### config.mk
export PLATFORM = sky130hd
export DESIGN_NAME = temp_conversion_control
export DESIGN_NICKNAME = d
export VERILOG_FILES = /design/src/rtl/tcc_pkg.sv /design/src/rtl/seq_if.sv /design/src/rtl/conv_sequencer.sv /design/src/rtl/temp_conversion_control.sv
export VERILOG_INCLUDE_DIRS = /design/src /design/src/rtl
export SDC_FILE = /design/constraint.sdc
export NUM_CORES = 1
export LEC_CHECK = 0
export ABC_AREA = 1
export BUFFER_PORTS_ARGS = -buffer_cell sky130_fd_sc_hd__buf_2
export CORE_MARGIN = 2
export CORE_UTILIZATION = 65
export CTS_CLUSTER_DIAMETER = 30
export DETAILED_ROUTE_END_ITERATION = 7
export PLACE_DENSITY_LB_ADDON = 0.3
export SLEW_MARGIN = 10
export SYNTH_ARGS = -nofsm -noshare
export SYNTH_HDL_FRONTEND = slang
export SYNTH_SLANG_ARGS = --single-unit
export TNS_END_PERCENT = 20
### constraint.sdc
create_clock -name clk -period 5.4 [get_ports clk]
set_input_delay 0.54 -clock clk [delete_from_list [all_inputs] [get_ports clk]]
set_output_delay 0.54 -clock clk [all_outputs]
set_load 0.02 [all_outputs]
### src/rtl/tcc_defs.svh
// register map, field positions, reset values and timing counts for conversion control
// Overview of operation
// [RULE_01] main config bit 6 is standby: 1 halts periodic conversions, 0 converts at the selected interval
// [RULE_02] main config bits 1 and 0 enable fault queues of remotes 4 and 3, reset on
// [RULE_03] reserved bits of every configuration register always read back as zero
// [RULE_04] two-bit interval: continuous, 0.364 s, 1 s, 2.5 s; resets to 1 s
// [RULE_05] enabled channels convert in turn, then standby until the interval ends
// [RULE_06] a channel whose enable bit is clear is skipped, with no measurement
// [RULE_07] continuous mode shortens with skipped channels; other rates keep their interval
// [RULE_08] enable bits: remote 4..1 in bits 4..1, local in bit 0, all reset on
// [RULE_09] filter bits 3-2 select remote 2 filter: off, basic, enhanced; resets enhanced
// [RULE_10] filter bits 1-0 select remote 1 filter with the same coding; resets enhanced
// [RULE_11] host never writes filter code 10, which is reserved
// [RULE_12] in standby any single-shot write starts exactly one pass over enabled channels; the code ignores a write made while a pass is starting or running
// [RULE_13] the single-shot data byte is discarded; only the write itself counts
// [RULE_14] a single-shot write in active mode leaves the periodic schedule untouched
// [RULE_15] status bit 7 shows busy while a conversion is in progress
`ifndef TCC_DEFS_SVH
`define TCC_DEFS_SVH

`define ADDR_COMMON_STATUS 8'h02
`define ADDR_MAIN_CONFIG   8'h03
`define ADDR_INTERVAL      8'h04
`define ADDR_CHANNEL_EN    8'h05
`define ADDR_FILTER        8'h06
`define ADDR_SINGLE_SHOT   8'h0f

`define BIT_SLEEP          6
`define BIT_BUSY           7
`define MASK_MAIN_CONFIG   8'h43
`define MASK_INTERVAL      8'h03
`define MASK_CHANNEL_EN    8'h1f
`define MASK_FILTER        8'h0f

`define RST_MAIN_CONFIG    8'h03
`define RST_INTERVAL       8'h02
`define RST_CHANNEL_EN     8'h1f
`define RST_FILTER         8'h0f

`define NUM_CHANNELS       5
`define CLK_PERIOD_NS      25
`define TICK_PERIOD_NS     1000
`define TICK_CYCLES        (`TICK_PERIOD_NS / `CLK_PERIOD_NS)
`define INTERVAL_364_MS    364
`define INTERVAL_1000_MS   1000
`define INTERVAL_2500_MS   2500
`define CONV_TIME_US       28600
`define TICKS_PER_MS       1000

`endif

### src/rtl/tcc_pkg.sv
// types shared by conversion control modules
package tcc_pkg;
  typedef enum logic [1:0] {
    rate_continuous,
    rate_364ms,
    rate_1s,
    rate_2500ms
  } interval_e;

  typedef logic [4:0]  channel_mask_t;
  typedef logic [2:0]  channel_idx_t;
  typedef logic [21:0] tick_count_t;
endpackage : tcc_pkg

### src/rtl/seq_if.sv
// link between schedule control and the channel sequencer
`timescale 1ns/1ps
interface seq_if;
  import tcc_pkg::*;
  logic          tick;
  logic          start;
  channel_mask_t enables;
  logic          busy;
  logic          done;
  logic          conv_strobe;
  channel_idx_t  channel;

  modport ctrl (output tick, output start, output enables,
                input busy, input done, input conv_strobe, input channel);
  modport seq  (input tick, input start, input enables,
                output busy, output done, output conv_strobe, output channel);
endinterface : seq_if

### src/rtl/conv_sequencer.sv
// walks the enabled channels once per start, one conversion slot each
`timescale 1ns/1ps
`include "tcc_defs.svh"
module conv_sequencer #(
  parameter tcc_pkg::tick_count_t CONV_TICKS = 22'(`CONV_TIME_US)
) (
  input  wire logic clk,
  input  wire logic rst,
  seq_if.seq        sq
);
  import tcc_pkg::*;

  typedef enum logic [1:0] {st_idle, st_scan, st_convert} seq_state_e;

  localparam channel_idx_t LAST_CH = 3'(`NUM_CHANNELS - 1);

  seq_state_e  state;
  tick_count_t slot_cnt;

  //////////////////////////////////////////////////////////////////////////////
  always_ff @(posedge clk or posedge rst) begin
    if (rst) begin
      state          <= st_idle;
      sq.channel     <= '0;
      sq.busy        <= 1'b0;
      sq.done        <= 1'b0;
      sq.conv_strobe <= 1'b0;
      slot_cnt       <= '0;
    end else begin
      sq.done        <= 1'b0;
      sq.conv_strobe <= 1'b0;
      case (state)
        st_idle: begin
          if (sq.start) begin
            state      <= st_scan;
            sq.channel <= '0;
            sq.busy    <= 1'b1;  // RULE_15
          end
        end
        st_scan: begin
          if (sq.enables[sq.channel]) begin
            state          <= st_convert;
            slot_cnt       <= '0;
            sq.conv_strobe <= 1'b1;
          end else if (sq.channel == LAST_CH) begin  // RULE_06
            state   <= st_idle;
            sq.busy <= 1'b0;
            sq.done <= 1'b1;
          end else begin
            sq.channel <= sq.channel + 3'd1;  // RULE_06
          end
        end
        st_convert: begin
          if (sq.tick) begin
            if (slot_cnt == CONV_TICKS - 22'd1) begin
              if (sq.channel == LAST_CH) begin
                state   <= st_idle;
                sq.busy <= 1'b0;  // RULE_15
                sq.done <= 1'b1;
              end else begin
                state      <= st_scan;
                sq.channel <= sq.channel + 3'd1;  // RULE_05
              end
            end else begin
              slot_cnt <= slot_cnt + 22'd1;
            end
          end
        end
        default: begin
          state   <= st_idle;
          sq.busy <= 1'b0;
        end
      endcase
    end
  end
endmodule : conv_sequencer

### src/rtl/temp_conversion_control.sv
// configuration registers and conversion schedule of the temperature sensor
`timescale 1ns/1ps
`include "tcc_defs.svh"
module temp_conversion_control #(
  parameter tcc_pkg::tick_count_t CONV_TICKS    = 22'(`CONV_TIME_US),
  parameter tcc_pkg::tick_count_t TICKS_364MS   = 22'(`INTERVAL_364_MS * `TICKS_PER_MS),
  parameter tcc_pkg::tick_count_t TICKS_1S      = 22'(`INTERVAL_1000_MS * `TICKS_PER_MS),
  parameter tcc_pkg::tick_count_t TICKS_2500MS  = 22'(`INTERVAL_2500_MS * `TICKS_PER_MS)
) (
  input  wire logic              clk,
  input  wire logic              rst,
  input  wire logic [7:0]        reg_addr,
  input  wire logic [7:0]        reg_wdata,
  input  wire logic              reg_wr,
  input  wire logic              reg_rd,
  output logic      [7:0]        reg_rdata,
  output logic                   reg_rvalid,
  output logic                   soft_sleep_request,
  output logic                   remote4_queue_on,
  output logic                   remote3_queue_on,
  output logic      [1:0]        interval_select,
  output tcc_pkg::channel_mask_t channel_enables,
  output logic      [1:0]        remote2_filter_mode,
  output logic      [1:0]        remote1_filter_mode,
  output logic                   conv_busy,
  output logic                   conv_start,
  output tcc_pkg::channel_idx_t  conv_channel
);
  import tcc_pkg::*;

  localparam logic [5:0] TICK_LAST = 6'(`TICK_CYCLES - 1);

  seq_if sq ();

  logic [5:0]  tick_div;
  logic        tick;
  logic        start;
  tick_count_t interval_cnt;
  tick_count_t interval_len;
  logic        periodic_due;
  logic        single_shot_wr;
  logic        main_wr;
  logic        rate_wr;
  logic        enable_wr;
  logic        filter_wr;
  logic [7:0]  next_rdata;

  // reset images of the registers; only their defined bits are loaded
  localparam logic [7:0] MAIN_RST   = `RST_MAIN_CONFIG;
  localparam logic [7:0] RATE_RST   = `RST_INTERVAL;
  localparam logic [7:0] ENABLE_RST = `RST_CHANNEL_EN;
  localparam logic [7:0] FILTER_RST = `RST_FILTER;

  //////////////////////////////////////////////////////////////////////////////
  // register writes, one process per register
  assign main_wr   = reg_wr && (reg_addr == `ADDR_MAIN_CONFIG);
  assign rate_wr   = reg_wr && (reg_addr == `ADDR_INTERVAL);
  assign enable_wr = reg_wr && (reg_addr == `ADDR_CHANNEL_EN);
  assign filter_wr = reg_wr && (reg_addr == `ADDR_FILTER);
  // unmapped command bytes match none of the strobes and are dropped

  always_ff @(posedge clk or posedge rst) begin
    if (rst) begin
      soft_sleep_request <= MAIN_RST[`BIT_SLEEP];  // RULE_01
      remote4_queue_on   <= MAIN_RST[1];  // RULE_02
      remote3_queue_on   <= MAIN_RST[0];  // RULE_02
    end else if (main_wr) begin
      soft_sleep_request <= reg_wdata[`BIT_SLEEP];  // RULE_01
      remote4_queue_on   <= reg_wdata[1];  // RULE_02
      remote3_queue_on   <= reg_wdata[0];  // RULE_02
    end
  end

  always_ff @(posedge clk or posedge rst) begin
    if (rst) begin
      interval_select <= RATE_RST[1:0];  // RULE_04
    end else if (rate_wr) begin
      interval_select <= reg_wdata[1:0];  // RULE_04
    end
  end

  always_ff @(posedge clk or posedge rst) begin
    if (rst) begin
      channel_enables <= ENABLE_RST[4:0];  // RULE_08
    end else if (enable_wr) begin
      channel_enables <= reg_wdata[4:0];  // RULE_08
    end
  end

  // reserved code 10 is stored as written; the host must not use it
  always_ff @(posedge clk or posedge rst) begin
    if (rst) begin
      remote2_filter_mode <= FILTER_RST[3:2];  // RULE_09
      remote1_filter_mode <= FILTER_RST[1:0];  // RULE_10
    end else if (filter_wr) begin
      remote2_filter_mode <= reg_wdata[3:2];  // RULE_09
      remote1_filter_mode <= reg_wdata[1:0];  // RULE_10
    end
  end

  // single-shot data is never stored, only the strobe is used
  assign single_shot_wr = reg_wr && (reg_addr == `ADDR_SINGLE_SHOT);  // RULE_13

  //////////////////////////////////////////////////////////////////////////////
  // register reads, one cycle after the strobe; reserved bits are forced low
  always_comb begin
    case (reg_addr)
      `ADDR_COMMON_STATUS: next_rdata = {sq.busy, 7'h00};  // RULE_15
      `ADDR_MAIN_CONFIG:
        next_rdata = {1'b0, soft_sleep_request, 4'h0,
                      remote4_queue_on, remote3_queue_on};  // RULE_03
      `ADDR_INTERVAL:      next_rdata = {6'h00, interval_select};  // RULE_03
      `ADDR_CHANNEL_EN:    next_rdata = {3'h0, channel_enables};  // RULE_03
      `ADDR_FILTER:
        next_rdata = {4'h0, remote2_filter_mode, remote1_filter_mode};  // RULE_03
      // the single-shot register is write-only and reads as zero
      default:             next_rdata = 8'h00;  // RULE_13
    endcase
  end

  always_ff @(posedge clk or posedge rst) begin
    if (rst) begin
      reg_rvalid <= 1'b0;
    end else begin
      reg_rvalid <= reg_rd;
    end
  end

  // read data holds until the next read strobe
  always_ff @(posedge clk or posedge rst) begin
    if (rst) begin
      reg_rdata <= 8'h00;
    end else if (reg_rd) begin
      reg_rdata <= next_rdata;
    end
  end

  //////////////////////////////////////////////////////////////////////////////
  // microsecond tick
  always_ff @(posedge clk or posedge rst) begin
    if (rst) begin
      tick_div <= '0;
      tick     <= 1'b0;
    end else begin
      tick     <= (tick_div == TICK_LAST);
      tick_div <= (tick_div == TICK_LAST) ? 6'd0 : tick_div + 6'd1;
    end
  end

  //////////////////////////////////////////////////////////////////////////////
  // interval timer; runs freely in active mode so skipped channels become standby
  always_comb begin
    case (interval_e'(interval_select))
      rate_364ms:  interval_len = TICKS_364MS;
      rate_1s:     interval_len = TICKS_1S;
      rate_2500ms: interval_len = TICKS_2500MS;
      default:     interval_len = TICKS_1S;
    endcase
  end

  always_ff @(posedge clk or posedge rst) begin
    if (rst) begin
      interval_cnt <= '0;
      periodic_due <= 1'b0;
    end else if (soft_sleep_request) begin
      interval_cnt <= '0;  // RULE_01
      periodic_due <= 1'b0;
    end else begin
      if (start) begin
        periodic_due <= 1'b0;
      end
      if (tick) begin
        if (interval_cnt >= interval_len - 22'd1) begin
          interval_cnt <= '0;
          periodic_due <= 1'b1;  // RULE_07
        end else begin
          interval_cnt <= interval_cnt + 22'd1;  // RULE_05
        end
      end
    end
  end

  //////////////////////////////////////////////////////////////////////////////
  // pass launch: guarded by busy and by the previous start so one request is one pass
  always_ff @(posedge clk or posedge rst) begin
    if (rst) begin
      start <= 1'b0;
    end else if (start || sq.busy) begin
      start <= 1'b0;
    end else if (soft_sleep_request) begin
      start <= single_shot_wr;  // RULE_12
    end else if (interval_e'(interval_select) == rate_continuous) begin
      start <= 1'b1;  // RULE_07
    end else begin
      // an active-mode single-shot write falls through here unused
      start <= periodic_due;  // RULE_14
    end
  end

  assign sq.tick    = tick;
  assign sq.start   = start;
  assign sq.enables = channel_enables;

  conv_sequencer #(.CONV_TICKS(CONV_TICKS)) u_seq (
    .clk (clk),
    .rst (rst),
    .sq  (sq.seq)
  );

  //////////////////////////////////////////////////////////////////////////////
  // outputs to the converter, re-timed so every port leaves a flop
  // conv_channel only means something while conv_busy is high
  always_ff @(posedge clk or posedge rst) begin
    if (rst) begin
      conv_busy    <= 1'b0;
      conv_start   <= 1'b0;
      conv_channel <= '0;
    end else begin
      conv_busy    <= sq.busy;  // RULE_15
      conv_start   <= sq.conv_strobe;  // RULE_06
      conv_channel <= sq.channel;
    end
  end
endmodule : temp_conversion_control

-- Word-level counts from Yosys, hierarchy flattened
Cells that the tools add are included.
- flip-flop bits (word level): 88
- input port bits: 20
- output and inout port bits: 28
- logic and storage cells: 104
- $add $sub $neg: 5
- order comparisons: 2
- equal/unequal tests: 20
- mux-type cells: 40
- reductions and logical operators: 15
- operator list (cell ; number):
    22-bit two-way mux ; 6
    22-bit case mux with 2 select lines ; 2
    22-bit by 1-bit adder with 22-bit output, second input constant ; 2
    8-bit case mux with 5 select lines ; 1
    8-bit by 3-bit equality test with 1-bit output, second input constant ; 3
    22-bit by 15-bit equality test with 1-bit output, second input constant ; 1
    22-bit >= comparator ; 1
    22-bit by 1-bit subtractor with 22-bit output, second input constant ; 1
    8-bit by 2-bit equality test with 1-bit output, second input constant ; 2
    1-bit two-way mux ; 16
    3-bit two-way mux ; 5
    4-bit AND reduction ; 3
    2-bit two-way mux ; 5
    3-bit case mux with 3 select lines ; 1
    8-bit by 4-bit equality test with 1-bit output, second input constant ; 1
    2-bit inequality test, second input constant ; 4
    6-bit by 1-bit adder with 6-bit output, second input constant ; 1
    6-bit equality test, second input constant ; 1
    6-bit two-way mux ; 1
    2-bit case mux with 3 select lines ; 1
    1-bit logical AND ; 5
    5-bit AND reduction ; 1
    2-bit by 1-bit equality test with 1-bit output, second input constant ; 2
    2-bit equality test, second input constant ; 2
    other kinds (11) ; 14

-- Logic depth before layout (Yosys ltp)
Gate-level depths: netlist (run 1).
- depth after elaboration: 7
- depth in mapped cells: 15
- mapped depth without buffers: 15

-- Hierarchy
A second synthesis (run 1) with hierarchy kept.
- cell total of the unflattened synthesis: 776
- area total of the unflattened synthesis: 5617.9 µm²
- modules (own cells, without submodules) (module ; instances ; cells each ; area each (µm²) ; seq. area each (µm²)):
    temp_conversion_control ; 1 ; 443 ; 3432.0 ; 1466.4
    conv_sequencer ; 1 ; 333 ; 2185.8 ; 750.7

-- Least setup slack after synthesis (run 1)
No wires, ideal clock.
- path kind: register -> register
- start point: register interval_select[0]
- end point: register interval_cnt[9]
- library setup time: 0.123 ns
- arrival: 1.989 ns
- required time: 5.277 ns
- setup slack: 3.288 ns
- cell stages (with the launch flop): 13
- buffers on the path: 1
- clock period less this slack: 2.112 ns
- path through: dfrtp_1 > inv_1 > nor2_1 > inv_1 > ha_1 > nand2_1 > nor2_1 > nand2_1 > nor2_1 > o21ai_1 > nand4_2 > buf_6 > o21ai_2
- cells in the longest elaborated chain, start to end: 7
- elaborated cells on any way between the ends: 8
- those cells by class: 1 x add/sub; 1 x order compare; 2 x eq/ne; 4 x mux
- ends and longest elaborated chain (item ; line ; RTL):
    from (decl) ; temp_conversion_control.sv:21 ; output logic [1:0] interval_select,
    from (signal assigned) ; temp_conversion_control.sv:76 ; interval_select <= RATE_RST[1:0];
    from (signal assigned) ; temp_conversion_control.sv:78 ; interval_select <= reg_wdata[1:0];
    2-bit equality test or 2-bit by 1-bit equality test with 1-bit output (tied branches) ; temp_conversion_control.sv:153 ; case (interval_e'(interval_select))
    22-bit case mux with 2 select lines (*) ; temp_conversion_control.sv:153 ;
    22-bit by 1-bit subtractor with 22-bit output (*) ; temp_conversion_control.sv:173 ; if (interval_cnt >= interval_len - 22'd1) begin
    22-bit >= comparator (*) ; temp_conversion_control.sv:173 ;
    22-bit two-way mux (*) ; temp_conversion_control.sv:173 ;
    22-bit two-way mux (*) ; temp_conversion_control.sv:172 ; if (tick) begin
    22-bit two-way mux (*) ; temp_conversion_control.sv:165 ; end else if (soft_sleep_request) begin
    to (signal assigned) ; temp_conversion_control.sv:177 ; interval_cnt <= interval_cnt + 22'd1;
    to (decl) ; temp_conversion_control.sv:38 ; tick_count_t interval_cnt;
Mark *: on every way between the ends. The rest lies on a longest branch, timed or not. The select of a mux whose other input is x is not followed.
A chain may end at the register's enable or synchronous reset.

-- Worst setup path in the final report (run 1)
- start point: register u_seq.state[0]
- end point: register u_seq.slot_cnt[16]
- cells in the longest elaborated chain, start to end: 3
- elaborated cells on any way between the ends: 8
- those cells by class: 5 x eq/ne; 1 x mux; 2 x reduce/logical
- ends and longest elaborated chain (item ; line ; RTL):
    from (decl) ; conv_sequencer.sv:17 ; seq_state_e state;
    from (signal assigned) ; conv_sequencer.sv:23 ; state <= st_idle;
    from (signal assigned) ; conv_sequencer.sv:35 ; state <= st_scan;
    from (signal assigned) ; conv_sequencer.sv:42 ; state <= st_convert;
    2-bit equality test or 2-bit by 1-bit equality test with 1-bit output (tied branches) ; conv_sequencer.sv:32 ; case (state)
    2-bit inequality test (no source line) (tied with other cells) ; -- ;
    4-bit AND reduction (no source line) ; -- ;
    to (signal assigned) ; conv_sequencer.sv:65 ; slot_cnt <= slot_cnt + 22'd1;
    to (decl) ; conv_sequencer.sv:18 ; tick_count_t slot_cnt;
Several ways; a longest one is shown, not always the timed one.

==> results of run 1 <==
==> power breakdown <==
| group | switching (W) | internal, W | leakage [nW] |
|---|---|---|---|
| Clock | 0.000258 | 0.000174 | 0.0814 |
| Sequential | 0.0000389 | 0.000702 | 1.14 |
| Combinational | 0.000312 | 0.000112 | 1.54 |
| Total | 0.000608 | 0.000988 | 2.76 |
==> synthesized netlist by cell type (6+ instances only) <==
cell / instances / area, µm²
sky130_fd_sc_hd__a21oi_1: 16 / 80.1
sky130_fd_sc_hd__dfrtp_1: 75 / 1880
sky130_fd_sc_hd__dfstp_2: 12 / 315
sky130_fd_sc_hd__ha_1: 25 / 313
sky130_fd_sc_hd__inv_1: 64 / 240
sky130_fd_sc_hd__nand2_1: 230 / 863
sky130_fd_sc_hd__nand3_1: 51 / 255
sky130_fd_sc_hd__nand4_1: 14 / 87.6
sky130_fd_sc_hd__nor2_1: 91 / 342
sky130_fd_sc_hd__nor2_2: 6 / 37.5
sky130_fd_sc_hd__nor3_1: 10 / 50.1
sky130_fd_sc_hd__o21ai_0: 29 / 145
sky130_fd_sc_hd__o21ai_1: 11 / 55.1
sky130_fd_sc_hd__o21ai_2: 10 / 87.6
sky130_fd_sc_hd__xnor2_1: 12 / 105
sky130_fd_sc_hd__xor2_1: 17 / 149
==> worst max-delay path by stage <==
stage | endpoint | slack, ns | cells past startpoint
2_1_floorplan | conv_busy$_DFF_PP0_ | 2.63 | 1
3_3_place_gp | u_seq.slot_cnt[9]$_DFFE_PP0P_ | 2.50 | 8
3_5_place_dp | u_seq.slot_cnt[16]$_DFFE_PP0P_ | 2.31 | 8
4_1_cts | u_seq.slot_cnt[16]$_DFFE_PP0P_ | 2.27 | 8
5_1_grt | u_seq.slot_cnt[12]$_DFFE_PP0P_ | 1.95 | 8
6_report | u_seq.slot_cnt[16]$_DFFE_PP0P_ | 2.22 | 8
==> per-layer routing <==
metal	part of all wire (%)	wire, µm	GRT usage, %	up-vias
li1	-	-	-	2382
met1	45	5430	39.5	2289
met2	51	6160	50.5	122
met3	3.9	480	3.03	15
met4	0.85	104	8.21	0
met5	0	0	0	-
==> sequential cells by signal, summed over array words and instances (netlist names), 2 cells and up <==
name and count:
interval_select 2, remote2_filter_mode 2, u_seq.sq.channel 3, u_seq.slot_cnt 22, tick_div 6, remote1_filter_mode 2, u_seq.state 2, reg_rdata 7
channel_enables 5, conv_channel 3, interval_cnt 22
==> cell families after synthesis <==
logic type                 count (synthesis)
AOI/OAI and AO/OA                         74
xor gates and xnor gates                  29
adders and majority gates                 25
buffers and inverters                     83
DFF                                       87
other                                      2
and+or+nand+nor                          417
==> area by class of cell <==
cell class	instances	area [µm²]
multi-input combinational	548	2770
fill	627	2040
sequential	87	2190
clock inverter	6	51.3
timing repair buffer	46	235
clock buffer	10	128
inverter	70	264
tap	102	128
==> per-stage QoR <==
| step | setup slack (ns) | instances | hold slack, ns | area, µm² | util (%) |
|---|---|---|---|---|---|
| after floorplan | 2.63 | 718 | 0.331 | 5310 | - |
| after CTS | 2.27 | 869 | 0.364 | 5770 | 73.9 |
| after detailed placement | 2.31 | 853 | 0.354 | 5590 | 71.6 |
| after global placement | 2.50 | 853 | 0.334 | 5590 | 71.6 |
| after global routing | 1.95 | 869 | 0.359 | 5770 | 73.9 |
| final | 2.22 | 869 | 0.369 | 5770 | 73.9 |
==> worst register-to-register path, stage by stage (launching register included) <==
cell and delay, ns:
sky130_fd_sc_hd__dfrtp_1 0.41, sky130_fd_sc_hd__inv_1 0.12, sky130_fd_sc_hd__ha_1 0.47, sky130_fd_sc_hd__clkinv_1 0.60, sky130_fd_sc_hd__a21oi_1 0.38, sky130_fd_sc_hd__nand3_2 0.52
sky130_fd_sc_hd__inv_2 0.45, sky130_fd_sc_hd__nand2_1 0.10, sky130_fd_sc_hd__nand2_1 0.07
==> results.md, run 1 <==
- The run finished with clean final reports.
- The post-CTS setup-driven buffer insertion count is 0.
- In this run, synthesis inferred 0 flip-flops with an integrated enable.
- The share of synthesized area occupied by flip-flops and latches is roughly 41%.
- Counting I/O delays and the setup requirement, the final critical path takes about 3.2 ns.
- Max-cap violations in this run came to 0.
- The most used flip-flop cell after synthesis is sky130_fd_sc_hd__dfrtp_1.
- The first global-routing pass estimated between 20 and 25 mm of wire.
- Across the routed clock network, the largest skew measured is 0.0181 ns.
- The worst reg2reg path endpoint is u_seq.slot_cnt[16]$_DFFE_PP0P_.
- The total negative slack for setup checks is 0 ns.
- The floorplan die height is 94.3 µm.
- The sum of buffers and inverters on the critical path is 3.
- The area fraction in compound gates after synthesis is between 7 and 8%.
- The residual antenna-violating net count after detailed routing is 0.
- For this run, design rule violations remaining after detail routing come to 0.
- The clock latency on the worst-skew pair is ~0.37 ns.
- The slew at the pin closest to its max-slew limit is 1.08 ns.
- The number of search-and-repair iterations in the first detailed-routing pass is 4.
- The design draws roughly 0.0016 W.
- The count of yosys warnings during synthesis is 0.
- The number of slew-limit violations in the final report was 0.
- On the critical path, the stage with the largest delay is an instance of sky130_fd_sc_hd__clkinv_1.
- The worst min-delay path category is primary input to flop.
- The cell occurring most often along the worst timing path is sky130_fd_sc_hd__nand2_1.
- The synthesized instance count is around 700.
- The die area is around 0.009 mm².
- The largest driver fanout on the critical path is 31.
- For the worst flop-to-flop path, the logic depth is 8.
- The clock passes through at most 2 buffers.
- Clock tree synthesis found a total of 87 sinks.
- Headroom to the max-slew limit came out at approximately 28%.
- The main combinational cell family by area after synthesis is simple AND/OR/NAND/NOR gates.
- Dividing total power by cell area gives a power density of between 200 and 300 mW/mm².
- In the final routed layout, each cell accounts on average for between 10 and 15 µm.
- The critical path goes through inv_1, ha_1, clkinv_1, a21oi_1, nand3_2, inv_2, nand2_1, nand2_1.
- The routed wire length is 12.2 mm.
- The number of setup violations in the final report is 0.
- The effective utilization at floorplan is between 60% and 70%.
- The post-route netlist has about 14% of its cells at a drive strength greater than 1.
- The sink of the worst hold path is reg_rvalid$_DFF_PP0_.
- The number of instances resized during post-cts repair is 0.
- The detailed-placement wirelength estimate is between 8 and 9 mm.
- Summing over every cut layer, the via total after detailed routing is 4808.
- The source of the critical timing path is u_seq.state[0]$_DFFE_PP0P_.
- For this run, the post-layout net count is about 810.
- In the layout the commonest cells are sky130_fd_sc_hd__nand2_1 (230), sky130_fd_sc_hd__nor2_1 (91), sky130_fd_sc_hd__dfrtp_1 (75).
- The library cell used most frequently in the layout, excluding fill and tap cells, is sky130_fd_sc_hd__nand2_1.
- The element type at the critical path start is a flop.
- The post-synthesis area per instance is 7.40 µm².
- Among cell families on the critical path, the largest total delay comes from buffers and inverters.
- The leakage power is 2.76 nW.
- At the worst endpoint, the required time is roughly 5.7 ns.
- The root buffer cell is sky130_fd_sc_hd__clkbuf_8.
- The number of rows in the core area is 32.
- Setup repair after global routing left no endpoint under its margin.
- The total CTS buffers is 9.
- For this design, the CTS-stage hold fixing added 0 buffers.
- The die span in x is approximately 94 µm.
- The total inserted antenna cells is 0.
- The detailed router finished its first iteration with 357 violations.
- The number of top-level design ports is 48.
- After clock tree synthesis, the clock-pin slew on the worst setup and hold paths is ~0.1 ns.
- After global routing the overflow that remains totals 0.
- The basic-gate share of the synthesized area counting and, or, nand and nor cells is between 30% and 40%.
- TritonCTS built the clock tree.
- The number of antenna violations at the first check in global routing is 0.
- The post-synthesis instance area is 0.00530 mm².
- After synthesis the netlist holds a flip-flop and latch count of 87.
- VDD sags by at most ~0.17 mV.
- STA puts the critical path data arrival time at about 3.5 ns.
- In this run the number of H-tree levels came out at 3.
- Entering global routing, the biggest net connects between 80 and 90 pins.
- The post-synthesis async set-or-reset flop share is 100%.
- Setup slack on the worst reg-to-reg path comes out at 2.22 ns.
- The count of input and output buffers is 44.
- The distinct cell type count of the synthesized netlist is 37.
- The final hold violation count is 0.
- The last weighted congestion value of the routability-driven placer is 0.899.
- For this run, the total global-route usage over all layers was measured as 29.3%.
- The area growth from synthesis to layout is 8.75%.
- The final critical path takes up just under 60% of the cycle.
- The via count of the first global-routing pass is approximately 4600.
- The maximum clock rate is between 0.3 and 0.4 GHz.
- The startpoint of the worst-slack reg-to-reg timing path is u_seq.state[0]$_DFFE_PP0P_.
- The core area is 0.00781 mm².
- The critical path is of the flop to flop type.
- The startpoint identified for the worst hold timing path is reg_rd.
- Along the worst hold path, the cell count comes to 1.
- The detail-routed via count per cell is about 5.5.
- The biggest cell delay along the critical path is 0.60 ns.
- The synthesized netlist devotes under 10% of its cell area to adder and majority cells.
- Of the post-synthesis cell area, the part taken by muxes is 0%.
- The xor and xnor area share after synthesis is between 4 and 5%.
- The endpoint kind of the worst setup timing path is a flop.
(Power assumes the default switching activity.)
==> inputs of run 2 (changes only) <==
--- a/config.mk
+++ b/config.mk
@@ -6,10 +6,10 @@
 export SDC_FILE = /design/constraint.sdc
 export NUM_CORES = 1
 export LEC_CHECK = 0
-export ABC_AREA = 1
+export ABC_AREA = 0
 export BUFFER_PORTS_ARGS = -buffer_cell sky130_fd_sc_hd__buf_2
 export CORE_MARGIN = 2
-export CORE_UTILIZATION = 65
+export CORE_UTILIZATION = 60
 export CTS_CLUSTER_DIAMETER = 30
 export DETAILED_ROUTE_END_ITERATION = 7
 export PLACE_DENSITY_LB_ADDON = 0.3
==> constraint.sdc (replaced) <==
create_clock -name clk -period 3.12 [get_ports clk]
set_input_delay 0.312 -clock clk [delete_from_list [all_inputs] [get_ports clk]]
set_output_delay 0.312 -clock clk [all_outputs]
set_load 0.02 [all_outputs]
==> run 2 against run 1 <==
Net effect:
- die area grew 1.1%
- area after synthesis shrank 6.7%
- worst hold slack lost 0.29 ns
- sequential cell count is the same
- routed wire length shrank 7.8%
- clock power grew 100%
- via count shrank 12%
- maximum frequency grew 12%
- register-to-register slack lost 1.9 ns
- critical path type unchanged
- highest routed layer unchanged
==> results.md, run 2 <==
- The clock transition at the registers of the reported paths is 0.09 ns (was 0.10 ns).
- The most used flip-flop cell after synthesis is sky130_fd_sc_hd__dfrtp_1 (unchanged).
- The core area is 0.00809 mm² (was 0.00781 mm²).
- The root buffer cell is sky130_fd_sc_hd__clkbuf_8 (unchanged).
- The data required time at the worst endpoint is 3.35 ns (was 5.69 ns).
- The number of antenna violations at the first check in global routing is 0 (unchanged).
- The last weighted congestion value of the routability-driven placer came to 0.856 (was 0.899).
- The total negative slack for setup checks is 0 ns (unchanged).
- The basic-gate share of the synthesized area counting and, or, nand and nor cells came to 22.4% (was 33.4%).
- The post-synthesis async set-or-reset flop share is 100% (unchanged).
- The number of search-and-repair iterations in the first detailed-routing pass was 5 (was 4).
- The worst setup skew after layout is 0.0142 ns (was 0.0181 ns).
- The total global routing track utilization is 26.9% (was 29.3%).
- The peak supply drop is 0.610 mV (was 0.166 mV).
- The CTS sink count is 87 (unchanged).
- The share of synthesized area occupied by flip-flops and latches is 44.3% (was 41.3%).
- The element type at the critical path start is a flop (unchanged).
- The area fraction of the dominant cell type after synthesis came to 37.9% (was 35.4%).
- The most repeated cell in the gate-level netlist after synthesis was sky130_fd_sc_hd__dfrtp_1 (was sky130_fd_sc_hd__nand2_1).
- The total number of nets in the final design was 606 (was 807).
- The detail-routed via count per cell came to 6.33 (was 5.53).
- The most frequent standard cell in the layout excluding fill and tap cells was sky130_fd_sc_hd__dfrtp_1 (was sky130_fd_sc_hd__nand2_1).
- The flip-flop and latch count after synthesis is 87 (unchanged).
- Regs by FF count: interval_cnt (22), u_seq.slot_cnt (22), reg_rdata (7) (unchanged).
- Synth top cells by count: sky130_fd_sc_hd__dfrtp_1 (75), sky130_fd_sc_hd__nand2_1 (58), sky130_fd_sc_hd__nor2_1 (32) (was sky130_fd_sc_hd__nand2_1 (230), sky130_fd_sc_hd__nor2_1 (91), sky130_fd_sc_hd__dfrtp_1 (75)).
- The clock tree from TritonCTS is yes (unchanged).
- The maximum number of pins on one net before global-route repair is 47 (was 88).
- The routed wire length is 11.2 mm (was 12.2 mm).
- The number of top-level design ports came to 48 (unchanged).
- The maximum clock rate was 0.353 GHz (was 0.314 GHz).
- The leakage power is 2.40 nW (was 2.76 nW).
- The number of rows in the core area is 33 (was 32).
- The effective utilization at floorplan is 61.2% (was 67.9%).
- The synthesized instance count came to 519 (was 717).
- Status: finished clean (unchanged).
- The post-synthesis instance area is 0.00495 mm² (was 0.00530 mm²).
- The final-layout fill cell count is 663 (was 627).
- The number of setup violations in the final report is 0 (unchanged).
- The detailed-placement wirelength estimate is 7.82 mm (was 8.78 mm).
- The slew at the pin closest to its max-slew limit is 0.860 ns (was 1.08 ns).
- The depth of the most critical reg-to-reg path is 8 (unchanged).
- The number of slew-limit violations in the final report came to 0 (unchanged).
- The worst hold slack after final layout is 0.0759 ns (was 0.369 ns).
- The largest driver fanout on the critical path is 12 (was 31).
- The buffer depth of the longest clock path is 2 (unchanged).
- The via count of the first global-routing pass came to 4052 (was 4616).
- The average wire length per cell after detail routing is 16.7 µm (was 14.0 µm).
- The worst reg2reg path endpoint was interval_cnt[18]$_DFFE_PP0P_ (was u_seq.slot_cnt[16]$_DFFE_PP0P_).
- The power density of the placed cells was 511 mW/mm² (was 277 mW/mm²).
- The DRC violation count after routing is 0 (unchanged).
- The area growth from synthesis to layout is 11.3% (was 8.75%).
- The residual antenna-violating net count after detailed routing is 0 (unchanged).
- The detailed-route via count is 4249 (was 4808).
- The area fraction in compound gates after synthesis is 15.2% (was 7.97%).
- The startpoint of the worst-slack reg-to-reg timing path is interval_select[0]$_DFFE_PP0P_ (was u_seq.state[0]$_DFFE_PP0P_).
- The fraction of layout instances using a drive strength above 1 was 18.6% (was 14.0%).
- The total inserted antenna cells is 0 (unchanged).
- The start-to-end type of the worst setup path is flop to flop (unchanged).
- The final hold violation count is 0 (unchanged).
- The final global-route overflow total is 0 (unchanged).
- The post-synthesis adder-cell area fraction was 6.32% (was 5.90%).
- The post-CTS setup-driven buffer insertion count is 0 (unchanged).
- The count of input and output buffers is 44 (unchanged).
- Commonest non-fill, non-tap cells in the layout: sky130_fd_sc_hd__dfrtp_1 (75), sky130_fd_sc_hd__nand2_1 (58), sky130_fd_sc_hd__buf_2 (44) (was sky130_fd_sc_hd__nand2_1 (230), sky130_fd_sc_hd__nor2_1 (91), sky130_fd_sc_hd__dfrtp_1 (75)).
- The clock latency on the worst-skew pair is 0.35 ns (was 0.37 ns).
- The number of enable flip-flop cells after synthesis is 0 (unchanged).
- The distinct cell type count of the synthesized netlist is 61 (was 37).
- The shortest clock period the worst path allows after layout came to 2.83 ns (was 3.18 ns).
- The number of max-cap violations is 0 (unchanged).
- The leading area contributor after synthesis was sky130_fd_sc_hd__dfrtp_1 (unchanged).
- The count of yosys warnings during synthesis was 0 (unchanged).
- The total CTS buffers is 9 (unchanged).
- The biggest cell delay along the critical path is 0.66 ns (was 0.60 ns).
- The endpoint kind of the worst setup timing path is a flop (unchanged).
- Cell chain of the critical path: nand2b_1, inv_1, ha_1, a21oi_1, o21ai_0, a221oi_1, nand3_2, o41ai_1 (was inv_1, ha_1, clkinv_1, a21oi_1, nand3_2, inv_2, nand2_1, nand2_1).
- The mux share of post-synthesis cell area is 5.26% (was 0%).
- The number of DRC markers after the initial detailed-route iteration is 216 (was 357).
- The worst endpoint data arrival time came to 3.07 ns (was 3.48 ns).
- The number of H-tree levels is 3 (unchanged).
- The final critical-path share of the clock period is 90.8% (was 58.9%).
- The xor and xnor area share after synthesis is 2.30% (was 4.79%).
- The worst min-delay path category is primary input to async pin (was primary input to flop).
- The die span in x is 94.8 µm (was 94.3 µm).
- Largest cells by area after synthesis: sky130_fd_sc_hd__dfrtp_1 (38%), sky130_fd_sc_hd__dfstp_2 (6.4%), sky130_fd_sc_hd__ha_1 (6.3%) (was sky130_fd_sc_hd__dfrtp_1 (35%), sky130_fd_sc_hd__nand2_1 (16%), sky130_fd_sc_hd__nor2_1 (6.4%)).
- Setup repair after global routing missed its margin: false (unchanged).
- The first-pass GRT wire length is 19.1 mm (was 21.0 mm).
- The floorplan die height is 94.8 µm (was 94.3 µm).
- The die area is 0.00899 mm² (was 0.00890 mm²).
- The cell with the largest stage delay on the worst path is sky130_fd_sc_hd__dfrtp_1 (was sky130_fd_sc_hd__clkinv_1).
- The post-synthesis area per instance is 9.54 µm² (was 7.40 µm²).
- The headroom to the max-slew limit came to 42.2% (was 27.9%).
- The reg2reg setup slack is 0.29 ns (was 2.22 ns).
- The main combinational cell family by area after synthesis is simple AND/OR/NAND/NOR gates (unchanged).
## run 2: layout make-up
| type | instances | area, µm² | share of cell area, % |
|---|---|---|---|
| clock buffer | 11 | 141 | 2.57 |
| clock inverter | 5 | 81.3 | 1.48 |
| timing repair buffer | 51 | 285 | 5.18 |
| tap | 105 | 131 | 2.38 |
| inverter | 29 | 110 | 2.00 |
| sequential | 87 | 2190 | 39.8 |
| multi-input combinational | 383 | 2570 | 46.6 |
## run 2: per-layer routing
metal,vias up,part of all wire (%),global-route usage (%)
met5,-,0,0
met4,0,0.90,9.78
met3,12,4.9,4.39
met2,131,49,42.7
met1,2092,45,37.4
li1,2014,-,-
## run 2: worst max path at each step
stage,slack (ns),to,startpoint
after floorplan,0.58,conv_busy$_DFF_PP0_,rst
final,0.29,interval_cnt[18]$_DFFE_PP0P_,interval_select[0]$_DFFE_PP0P_
after CTS,0.17,interval_cnt[18]$_DFFE_PP0P_,interval_select[1]$_DFFE_PP1P_
after global placement,0.36,interval_cnt[18]$_DFFE_PP0P_,interval_select[1]$_DFFE_PP1P_
after global routing,0.05,interval_cnt[18]$_DFFE_PP0P_,interval_select[0]$_DFFE_PP0P_
after detailed placement,0.18,interval_cnt[18]$_DFFE_PP0P_,interval_select[0]$_DFFE_PP0P_
## run 2: metrics by stage
step	setup WS, ns	cells	total power [W]	instance area, µm²	utilization, %
floorplan	0.578	520	0.00177	4950	-
global placement	0.363	655	0.00193	5280	65.2
detailed placement	0.177	655	0.00196	5280	65.2
CTS	0.166	671	0.00283	5500	68.0
global route	0.0469	671	0.00297	5510	68.1
finish	0.287	671	0.00282	5510	68.1
## run 2: kinds of logic (layout without fill, tap and decap cells)
logic type	count (synthesis)	count (layout)
XOR/XNOR	13	13
multiplexers	22	22
AO/OA/AOI/OAI	110	110
buffers and inverters	50	96
AND/OR/NAND/NOR	210	210
other	2	3
adder cells (fa/ha/maj)	25	25
flip-flops	87	87
## run 2: where the power goes
part	switching, W	internal [W]
clock network	0.000397	0.000475
logic	0.000385	0.000244
registers	0.0000948	0.00122
total	0.000877	0.00194
## run 2: what timing repair did
| action | in CTS | in global routing |
|---|---|---|
| endpoints found under the setup margin | 0 | 13 |
| endpoints found under the hold margin | 0 | 0 |
| gates resized for setup | 0 | 2 |
| hold buffers | 0 | 0 |
## run 2: critical path, delay by kind of cell, from the launching register on
family	cells	cell delay (ns)
AO/OA/AOI/OAI	4	1.16
adder cells (fa/ha/maj)	1	0.25
buffers and inverters	1	0.10
flip-flops	1	0.66
AND/OR/NAND/NOR	2	0.55
